## config.mk

```make
export PLATFORM = sky130hd
export DESIGN_NAME = dhpwm_top
export DESIGN_NICKNAME = d
export VERILOG_FILES = /design/src/dhpwm_pkg.sv /design/src/dhpwm_deadtime.sv /design/src/dhpwm_top.sv
export SDC_FILE = /design/constraint.sdc
export NUM_CORES = 1
export LEC_CHECK = 0
export BUFFER_PORTS_ARGS = -buffer_cell sky130_fd_sc_hd__buf_4
export CAP_MARGIN = 30
export CORE_MARGIN = 4
export CORE_UTILIZATION = 55
export CTS_CLUSTER_DIAMETER = 60
export DETAILED_ROUTE_END_ITERATION = 10
export PLACE_DENSITY = 0.77
export REMOVE_ABC_BUFFERS = 1
export SETUP_SLACK_MARGIN = 0.05
export SLEW_MARGIN = 20
export SYNTH_ARGS = -nofsm -noshare
export SYNTH_HDL_FRONTEND = slang
export SYNTH_SLANG_ARGS = --single-unit
```

## constraint.sdc

```tcl
create_clock -name sys_clk -period 3.75 [get_ports sys_clk]
set_input_delay 0.375 -clock sys_clk [delete_from_list [all_inputs] [get_ports sys_clk]]
set_output_delay 0.375 -clock sys_clk [all_outputs]
set_load 0.02 [all_outputs]
```

## src/dhpwm_pkg.sv

```systemverilog
package dhpwm_pkg;

  // Register word offsets (byte addresses = 4 * index)
  localparam logic [3:0] OFS_CTRL   = 4'h0;
  localparam logic [3:0] OFS_DUTY_H = 4'h1;
  localparam logic [3:0] OFS_DUTY_L = 4'h2;
  localparam logic [3:0] OFS_PER_H  = 4'h3;
  localparam logic [3:0] OFS_PER_L  = 4'h4;
  localparam logic [3:0] OFS_DEAD   = 4'h5;
  localparam logic [3:0] OFS_TB_H   = 4'h6;
  localparam logic [3:0] OFS_TB_L   = 4'h7;
  localparam logic [3:0] OFS_DCR    = 4'h8;

  // Control register bit positions
  localparam int CTRL_EN    = 0;
  localparam int CTRL_MODE  = 1;
  localparam int CTRL_SHUTDOWN_PIN_ENABLE = 2;
  localparam int CTRL_SHUTDOWN_IRQ_ENABLE = 3;
  localparam int CTRL_FLAG  = 4;
  localparam int CTRL_LVL   = 5;

  // Dither control register
  localparam int DCR_CLK = 3;

  localparam logic [15:0] RST_WORD16 = 16'h0000;
  localparam logic [7:0]  RST_BYTE   = 8'h00;
  localparam logic [2:0]  SEL_MAX    = 3'h5;

  typedef struct packed {
    logic        enable;
    logic        mode;
    logic        pin_en;
    logic        irq_en;
  } dhpwm_ctrl_s;

  typedef enum logic [1:0] {
    DHPWM_IDLE = 2'b00,
    DHPWM_RUN  = 2'b01
  } dhpwm_state_e;

endpackage : dhpwm_pkg

```

## src/dhpwm_deadtime.sv

```systemverilog
`timescale 1ns/1ps
module dhpwm_deadtime (
  input  wire logic       sys_clk,
  input  wire logic       rst,
  input  wire logic       raw_in,
  input  wire logic [7:0] dead_cnt,
  output logic            dly_out
);
  logic [8:0] cnt_reg;
  logic [8:0] cnt_next;

  // Counts high time; output rises once count reaches deadtime
  assign cnt_next = raw_in ? ((cnt_reg[8]) ? cnt_reg : cnt_reg + 9'h001)
                           : 9'h000;

  always_ff @(posedge sys_clk) begin
    if (rst) begin
      cnt_reg <= 9'h000;
      dly_out <= 1'b0;
    end else begin
      cnt_reg <= cnt_next;
      dly_out <= raw_in && (cnt_reg >= {1'b0, dead_cnt});
    end
  end
endmodule : dhpwm_deadtime

```

## src/dhpwm_top.sv

```systemverilog
// Notes on behaviour
// - Mode 0: variable period, half duty
// - Base period P, long period P+1
// - Period low bits give long-period step count
// - Mode 1: same period for both waveforms
// - Base duty DC, long duty DC+1
// - Duty low bits give long-duty step count
// - Five-bit modulus counter compared with fraction
// - Select code sets steps and divisor
// - Fraction is step shifted right, truncated
// - Fraction source follows mode bit
// - Dither counter advances from cycle or timebase
// - Clock choice 1 timebase, 0 cycle end
// - Cycle clocking: one step per period
// - Rising edges delayed by deadtime
// - Large deadtime keeps low side off
// - Large deadtime keeps high side off
// - Enabled shutdown low sets flag, interrupt
// - Request holds until cleared and pin high
// - Shutdown low forces outputs off, disables
// - High byte latched until low written
// - Wait: runs, registers blocked, irq wakes
// - Stop: outputs low, enable cleared
// - Shutdown detection alive during stop
// - Break protects flag unless clear enabled
`timescale 1ns/1ps
module dhpwm_top (
  input  wire logic        sys_clk,
  input  wire logic        rst,
  input  wire logic [3:0]  avs_address,
  input  wire logic        avs_read,
  input  wire logic        avs_write,
  input  wire logic [31:0] avs_writedata,
  output logic [31:0]      avs_readdata,
  output logic             avs_waitrequest,
  input  wire logic        fault_shutdown_in,
  input  wire logic        cpu_wait,
  input  wire logic        cpu_stop,
  input  wire logic        debug_break,
  input  wire logic        break_clear_enable,
  output logic             high_side_out,
  output logic             low_side_out,
  output logic             shutdown_irq
);

  // Synchronised pin level
  logic sd_meta_reg;
  logic sd_sync_reg;
  logic sd_prev_reg;

  always_ff @(posedge sys_clk) begin
    if (rst) begin
      sd_meta_reg <= 1'b1;
      sd_sync_reg <= 1'b1;
      sd_prev_reg <= 1'b1;
    end else begin
      sd_meta_reg <= fault_shutdown_in;
      sd_sync_reg <= sd_meta_reg;
      sd_prev_reg <= sd_sync_reg;
    end
  end

  // Register file
  dhpwm_pkg::dhpwm_ctrl_s ctrl_reg;
  logic        flag_reg;
  logic [15:0] duty_word_reg;
  logic [15:0] per_word_reg;
  logic [15:0] tb_word_reg;
  logic [7:0]  hi_latch_duty_reg;
  logic [7:0]  hi_latch_per_reg;
  logic [7:0]  hi_latch_tb_reg;
  logic [7:0]  deadtime_count;
  logic        dither_clock_choice;
  logic [2:0]  sel_reg;
  logic        ack_reg;

  // One wait state; blocked completely in wait state
  wire req       = (avs_read || avs_write) && !cpu_wait;
  wire wr_go     = avs_write && req && !ack_reg;
  wire rd_go     = avs_read && req && !ack_reg;
  wire wr_ctrl   = wr_go && (avs_address == dhpwm_pkg::OFS_CTRL);
  wire wr_duty_h = wr_go && (avs_address == dhpwm_pkg::OFS_DUTY_H);
  wire wr_duty_l = wr_go && (avs_address == dhpwm_pkg::OFS_DUTY_L);
  wire wr_per_h  = wr_go && (avs_address == dhpwm_pkg::OFS_PER_H);
  wire wr_per_l  = wr_go && (avs_address == dhpwm_pkg::OFS_PER_L);
  wire wr_dead   = wr_go && (avs_address == dhpwm_pkg::OFS_DEAD);
  wire wr_tb_h   = wr_go && (avs_address == dhpwm_pkg::OFS_TB_H);
  wire wr_tb_l   = wr_go && (avs_address == dhpwm_pkg::OFS_TB_L);
  wire wr_dcr    = wr_go && (avs_address == dhpwm_pkg::OFS_DCR);
  wire [7:0] wbyte = avs_writedata[7:0];

  // Shutdown detection, active during stop as well
  wire sd_low   = ctrl_reg.pin_en && !sd_sync_reg;
  wire sd_fall  = ctrl_reg.pin_en && sd_prev_reg && !sd_sync_reg;
  wire sd_event = sd_low || sd_fall;
  wire clr_ok   = !debug_break || break_clear_enable;
  wire flag_clr = wr_ctrl && !wbyte[dhpwm_pkg::CTRL_FLAG] && clr_ok;
  // Set wins over clear; low pin keeps it pending
  wire flag_next = sd_event ? 1'b1 : (flag_clr ? 1'b0 : flag_reg);
  wire en_kill   = sd_event || cpu_stop;
  wire en_wr     = wr_ctrl ? wbyte[dhpwm_pkg::CTRL_EN] : ctrl_reg.enable;

  always_ff @(posedge sys_clk) begin
    if (rst) begin
      ctrl_reg <= '0;
      flag_reg <= 1'b0;
    end else begin
      flag_reg <= flag_next;
      if (wr_ctrl) begin
        ctrl_reg.mode   <= wbyte[dhpwm_pkg::CTRL_MODE];
        ctrl_reg.pin_en <= wbyte[dhpwm_pkg::CTRL_SHUTDOWN_PIN_ENABLE];
        ctrl_reg.irq_en <= wbyte[dhpwm_pkg::CTRL_SHUTDOWN_IRQ_ENABLE];
      end
      ctrl_reg.enable <= en_kill ? 1'b0 : en_wr;
    end
  end

  always_ff @(posedge sys_clk) begin
    if (rst) begin
      duty_word_reg     <= dhpwm_pkg::RST_WORD16;
      per_word_reg      <= dhpwm_pkg::RST_WORD16;
      tb_word_reg       <= dhpwm_pkg::RST_WORD16;
      hi_latch_duty_reg <= dhpwm_pkg::RST_BYTE;
      hi_latch_per_reg  <= dhpwm_pkg::RST_BYTE;
      hi_latch_tb_reg   <= dhpwm_pkg::RST_BYTE;
      deadtime_count    <= dhpwm_pkg::RST_BYTE;
      dither_clock_choice <= 1'b0;
      sel_reg           <= 3'h0;
    end else begin
      if (wr_duty_h) hi_latch_duty_reg <= wbyte;
      if (wr_per_h)  hi_latch_per_reg  <= wbyte;
      if (wr_tb_h)   hi_latch_tb_reg   <= wbyte;
      if (wr_duty_l) duty_word_reg <= {hi_latch_duty_reg, wbyte};
      if (wr_per_l)  per_word_reg  <= {hi_latch_per_reg, wbyte};
      if (wr_tb_l)   tb_word_reg   <= {hi_latch_tb_reg, wbyte};
      if (wr_dead)   deadtime_count <= wbyte;
      if (wr_dcr) begin
        dither_clock_choice <= wbyte[dhpwm_pkg::DCR_CLK];
        sel_reg             <= wbyte[2:0];
      end
    end
  end

  // Read mux
  logic [7:0] rd_mux;
  always_comb begin
    rd_mux = 8'h00;
    case (avs_address)
      dhpwm_pkg::OFS_CTRL: rd_mux = {2'b00, sd_sync_reg, flag_reg,
                                     ctrl_reg.irq_en, ctrl_reg.pin_en,
                                     ctrl_reg.mode, ctrl_reg.enable};
      dhpwm_pkg::OFS_DUTY_H: rd_mux = duty_word_reg[15:8];
      dhpwm_pkg::OFS_DUTY_L: rd_mux = duty_word_reg[7:0];
      dhpwm_pkg::OFS_PER_H:  rd_mux = per_word_reg[15:8];
      dhpwm_pkg::OFS_PER_L:  rd_mux = per_word_reg[7:0];
      dhpwm_pkg::OFS_DEAD:   rd_mux = deadtime_count;
      dhpwm_pkg::OFS_TB_H:   rd_mux = tb_word_reg[15:8];
      dhpwm_pkg::OFS_TB_L:   rd_mux = tb_word_reg[7:0];
      dhpwm_pkg::OFS_DCR:    rd_mux = {4'h0, dither_clock_choice, sel_reg};
      default:               rd_mux = 8'h00;
    endcase
  end

  always_ff @(posedge sys_clk) begin
    if (rst) begin
      ack_reg         <= 1'b0;
      avs_waitrequest <= 1'b1;
      avs_readdata    <= 32'h00000000;
    end else begin
      ack_reg         <= req && !ack_reg;
      avs_waitrequest <= !(req && !ack_reg);
      if (rd_go) avs_readdata <= {24'h000000, rd_mux};
    end
  end

  // Waveform parameters
  wire dither_mode_select = ctrl_reg.mode;
  wire [10:0] p_val      = per_word_reg[15:5];
  wire [10:0] duty_value = duty_word_reg[15:5];
  wire [4:0] step_raw = dither_mode_select ? duty_word_reg[4:0]
                                           : per_word_reg[4:0];
  wire [2:0] sel_eff = (sel_reg > dhpwm_pkg::SEL_MAX) ? dhpwm_pkg::SEL_MAX
                                                      : sel_reg;
  wire [4:0] step_scaled = step_raw >> sel_eff;
  // Modulus = 32 >> sel, 0 steps for code 5
  wire [5:0] modulus = 6'h20 >> sel_eff;
  wire [11:0] base_period = {1'b0, p_val};
  wire [11:0] long_period = dither_mode_select ? {1'b0, p_val}
                                               : {1'b0, p_val} + 12'h001;
  wire [11:0] base_duty = dither_mode_select ? {1'b0, duty_value}
                                             : {2'b00, p_val[10:1]};
  wire [11:0] long_duty = dither_mode_select ? {1'b0, duty_value} + 12'h001
                                             : long_period >> 1;

  // Dither counter and timebase
  logic [4:0]  dith_cnt_reg;
  logic [15:0] tb_cnt_reg;
  logic [11:0] pcnt_reg;
  logic [11:0] cur_per_reg;
  logic [11:0] cur_duty_reg;
  logic        raw_reg;

  wire running   = ctrl_reg.enable;
  wire cyc_end   = running && (pcnt_reg + 12'h001 >= cur_per_reg);
  wire tb_tick   = running && (tb_cnt_reg + 16'h0001 >= tb_word_reg);
  wire dith_tick = dither_clock_choice ? tb_tick : cyc_end;
  wire [5:0] dith_inc = {1'b0, dith_cnt_reg} + 6'h01;
  wire [4:0] dith_next = (dith_inc >= modulus) ? 5'h00 : dith_inc[4:0];
  wire use_long = (dith_cnt_reg < step_scaled);
  wire [11:0] sel_per  = use_long ? long_period : base_period;
  wire [11:0] sel_duty = use_long ? long_duty : base_duty;

  always_ff @(posedge sys_clk) begin
    if (rst) begin
      dith_cnt_reg <= 5'h00;
      tb_cnt_reg   <= 16'h0000;
    end else if (!running) begin
      dith_cnt_reg <= 5'h00;
      tb_cnt_reg   <= 16'h0000;
    end else begin
      tb_cnt_reg <= tb_tick ? 16'h0000 : tb_cnt_reg + 16'h0001;
      if (dith_tick) dith_cnt_reg <= dith_next;
    end
  end

  // Period counter; new values load at cycle boundary
  always_ff @(posedge sys_clk) begin
    if (rst) begin
      pcnt_reg     <= 12'h000;
      cur_per_reg  <= 12'h000;
      cur_duty_reg <= 12'h000;
      raw_reg      <= 1'b0;
    end else if (!running) begin
      pcnt_reg     <= 12'h000;
      cur_per_reg  <= sel_per;
      cur_duty_reg <= sel_duty;
      // First cycle after enable starts in its duty part
      raw_reg      <= (sel_duty != 12'h000);
    end else if (cyc_end) begin
      pcnt_reg     <= 12'h000;
      cur_per_reg  <= sel_per;
      cur_duty_reg <= sel_duty;
      raw_reg      <= (sel_duty != 12'h000);
    end else begin
      pcnt_reg <= pcnt_reg + 12'h001;
      raw_reg  <= (pcnt_reg + 12'h001 < cur_duty_reg);
    end
  end

  // Duty part drives the low side; high side gets the rest
  wire top_raw = running && !raw_reg;
  wire bot_raw = running && raw_reg;
  logic top_dly;
  logic bot_dly;

  dhpwm_deadtime u_dead_top (
    .sys_clk  (sys_clk),
    .rst      (rst),
    .raw_in   (top_raw),
    .dead_cnt (deadtime_count),
    .dly_out  (top_dly)
  );

  dhpwm_deadtime u_dead_bot (
    .sys_clk  (sys_clk),
    .rst      (rst),
    .raw_in   (bot_raw),
    .dead_cnt (deadtime_count),
    .dly_out  (bot_dly)
  );

  wire force_off = !running || sd_event || cpu_stop;

  always_ff @(posedge sys_clk) begin
    if (rst) begin
      high_side_out <= 1'b0;
      low_side_out  <= 1'b0;
      shutdown_irq  <= 1'b0;
    end else begin
      high_side_out <= top_dly && !force_off;
      low_side_out  <= bot_dly && !force_off;
      shutdown_irq  <= flag_next && ctrl_reg.irq_en;
    end
  end

endmodule : dhpwm_top

```

==> key figures <==
Global routing
  – Gr busiest metal: met2
  – Met2 Usage GRT: 39.9%
  – GRT Total Usage: 24.0%
  – GRT overflow: 0
  – Met3 Use GR: 4.49%
  – First-pass GRT wire length: 39300 um
  – Vias in the first global route: 7861
  – Largest net degree at the start of global routing: 80
  – Antenna violations before repair: 0
  – Met1 usage: 31.4%

Timing
  – Worst-Margin Slew: 0.932 ns
  – Final worst slack: 0.114 ns
  – Final Hold Vio Count: 0
  – # setup viols final: 0
  – Clock Skew: 0.0109 ns
  – Period utilisation layout: 97.0%
  – Top achievable clock speed: 275 MHz
  – Fin crit period: 3.64 ns
  – Final Hold Slack: 0.120 ns
  – Slew Limit Fails: 0
  – Unrepaired setup endpoints after global routing: yes
  – Slew margin rel.: 37.4%

Cells and area
  – Fill cell count: 1489
  – Antenna diodes: 0
  – Nets@finish: 1317
  – Share of cells above drive strength 1: 12.3%
  – Register area: 3650 um^2
  – Layout area overhead: 12.0%
  – Multi-input logic area: 5900 um^2

Die
  – Die Area: 20300 um^2
  – Rows: 48
  – Area of the core: 17500 um^2
  – Die Span Y: 143 um
  – Die W: 143 um
  – # IOs: 81
  – Initial Utilization: 56.9%

Drt
  – WL final: 23800 um
  – Via density: 5.63
  – Initial drt markers: 601
  – DR WL/cell: 16.5 um
  – Via count: 8094
  – Drt drc: 0
  – Drt pass-1 iters: 5
  – Final ANT Viol Nets: 0

Placement
  – Worst slack at placement: -0.156 ns
  – IO Port Bufs: 32
  – Final GP Congestion: 0.920
  – HPWL after DPL: 16900 um

Power and ir drop
  – Power per cell area: 359 nW/um^2
  – Max IR drop VDD: 0.333 mV
  – Pleak: 0.00453 uW
  – Overall power: 4010 uW

Clock network
  – CTS Buffer Depth: 2
  – CTS sink cnt: 182
  – TritonCTS buffer count: 17
  – CTS root buffer: clkbuf_16
  – # H-tree levels: 4
  – Clock latency on the worst-skew pair: 0.43 ns
  – Clock Pin Slew Worst Setup and Hold Paths: 0.07 ns
  – TritonCTS clock tree: done

Setup path
  – Worst path arrival time: 3.92 ns
  – CP Cell Sequence: mux2i_2 > a211oi_2 > a21oi_2 > or2_4 > ha_4 > a21o_1 > a21o_1 > a21o_1 > or3_4 > nor3b_4 > xor2_2 > a2111oi_2 > buf_4 > and4bb_1 > a211oi_2
  – RR Endpoint: raw_reg
  – Worst setup path class: flip-flop to flip-flop
  – Startpoint Class: flip-flop
  – Worst r2r src: duty_word_reg[2]
  – R2R depth: 15
  – Crit. End Element: flip-flop
  – Crit Path Max Fanout: 4
  – Slowest cell on crit path: a2111oi_2
  – Worst stage delay on the critical path: 0.44 ns
  – Worst EP required: 4.03 ns
  – Flop2flop setup slack: 0.11 ns
  – Crit-path most repeated cell: a21o_1

Synthesis
  – Post-synthesis simple-gate area fraction: 20.5%
  – Syn_area_per_cell: 8.51 um^2
  – Post-synth top area share: 36.5%
  – Mux cell area share after synthesis: 9.73%
  – Dominant cell type by area after synthesis: dfxtp_1
  – Synth cell count leaders: 182 x dfxtp_1, 154 x nand2_1, 113 x nor2_1
  – Post-synth EDFFs: 0
  – Post-synthesis xor/xnor area fraction: 5.36%
  – Sequential area share after synthesis: 36.5%
  – Ys Warns: 0
  – Post-Synthesis Cells: 1172
  – Synth top area cells: dfxtp_1 37%, ha_1 9.0%, mux2i_1 7.1%
  – Synth Area in Compound Gates: 12.5%
  – Post-synth ARST share: 0%
  – Largest family of logic cells by synthesized area: simple AND/OR/NAND/NOR gates
  – Most frequent cell after synthesis: dfxtp_1
  – Flops & latches, synth: 182
  – Adder-Cell Fraction of Synth Area: 9.04%
  – Synth cell types: 63
  – Cell Area, Synth: 9970 um^2
  – Main synth FF type: dfxtp_1

Worst hold path
  – Tightest Hold Check Type: input port to flip-flop
  – Hold depth: 2
  – Hold Crit Start: fault_shutdown_in
  – Hold Crit Endpoint: sd_meta_reg

Outcome
  – Outcome: finished clean

Run
  – Max-Cap Viols: 0
## power breakdown
part	switching [uW]	internal, uW	total, uW
combinational	123	50.9	174
sequential	6.19	1940	1950
clock	797	1090	1890
total	926	3080	4010
## placed cells by master, fill, tap and decap left out, types with 9 or more instances in the layout
master	instances
nor3_1	15
nand2_1	154
ha_1	71
nor2_1	111
inv_1	60
clkbuf_16	17
a22oi_1	12
nand4_1	9
or3_1	9
dfxtp_1	180
nor2b_1	38
xor2_1	21
a211oi_1	12
a21oi_1	82
mux2i_1	69
nand3_1	41
xnor2_1	38
conb_1	24
o21ai_0	20
buf_4	64
a21o_1	22
## final cells by class
class / count / share of cell area [%]
inverter: 61 / 2.05
timing repair buffer: 65 / 4.40
tap: 225 / 2.52
clock buffer: 19 / 4.06
sequential: 182 / 32.7
clock inverter: 12 / 1.48
multi-input combinational: 873 / 52.8
## repair_timing
action	4_1_cts	5_1_grt
pin swaps	2	11
hold buffers	0	0
resized for setup	3	23
setup buffers	0	4
setup endpoints to repair	1	6
## metal layers
metal / up-vias / wire length, um
li1: 4030 / -
met1: 3747 / 10600
met2: 270 / 11000
met3: 47 / 1460
met4: 0 / 666
met5: - / 0
## worst max-delay path, delay by kind of cell, from the launching register on
| kind | cells | cell delay [ns] |
|---|---|---|
| buffers and inverters | 1 | 0.17 |
| adder cells (fa/ha/maj) | 1 | 0.22 |
| XOR/XNOR | 1 | 0.11 |
| flip-flops | 1 | 0.42 |
| AO/OA/AOI/OAI | 7 | 1.34 |
| AND/OR/NAND/NOR | 4 | 1.12 |
| multiplexers | 1 | 0.13 |
## through the flow
| step | cells | util [%] | TNS [ns] | instance area [um^2] |
|---|---|---|---|---|
| finish | 1437 | 63.7 | 0 | 11200 |
| global placement | 1402 | 59.3 | -0.0439 | 10400 |
| detailed placement | 1402 | 59.3 | -0.156 | 10400 |
| floorplan | 1116 | - | -0.187 | 9650 |
| global route | 1437 | 63.7 | 0 | 11200 |
| CTS | 1433 | 62.9 | 0 | 11000 |
## cell families after synthesis
kind of cell             after synthesis
AND/OR/NAND/NOR                      437
buffers and inverters                140
adder cells (fa/ha/maj)               72
AO/OA/AOI/OAI                        193
XOR/XNOR                              61
other                                  1
multiplexers                          86
flip-flops                           182
## worst max path at each step
stage	endpoint	start	depth (start not counted)	slack (ns)
after floorplan	raw_reg	dither_mode_select	15	-0.19
after global placement	raw_reg	dither_mode_select	16	-0.04
after detailed placement	raw_reg	dither_mode_select	16	-0.16
after CTS	raw_reg	dither_mode_select	16	0.07
after global routing	raw_reg	dither_mode_select	16	0.009
final	raw_reg	duty_word_reg[2]	15	0.11
No activity file was read; power rests on OpenSTA's default activity.
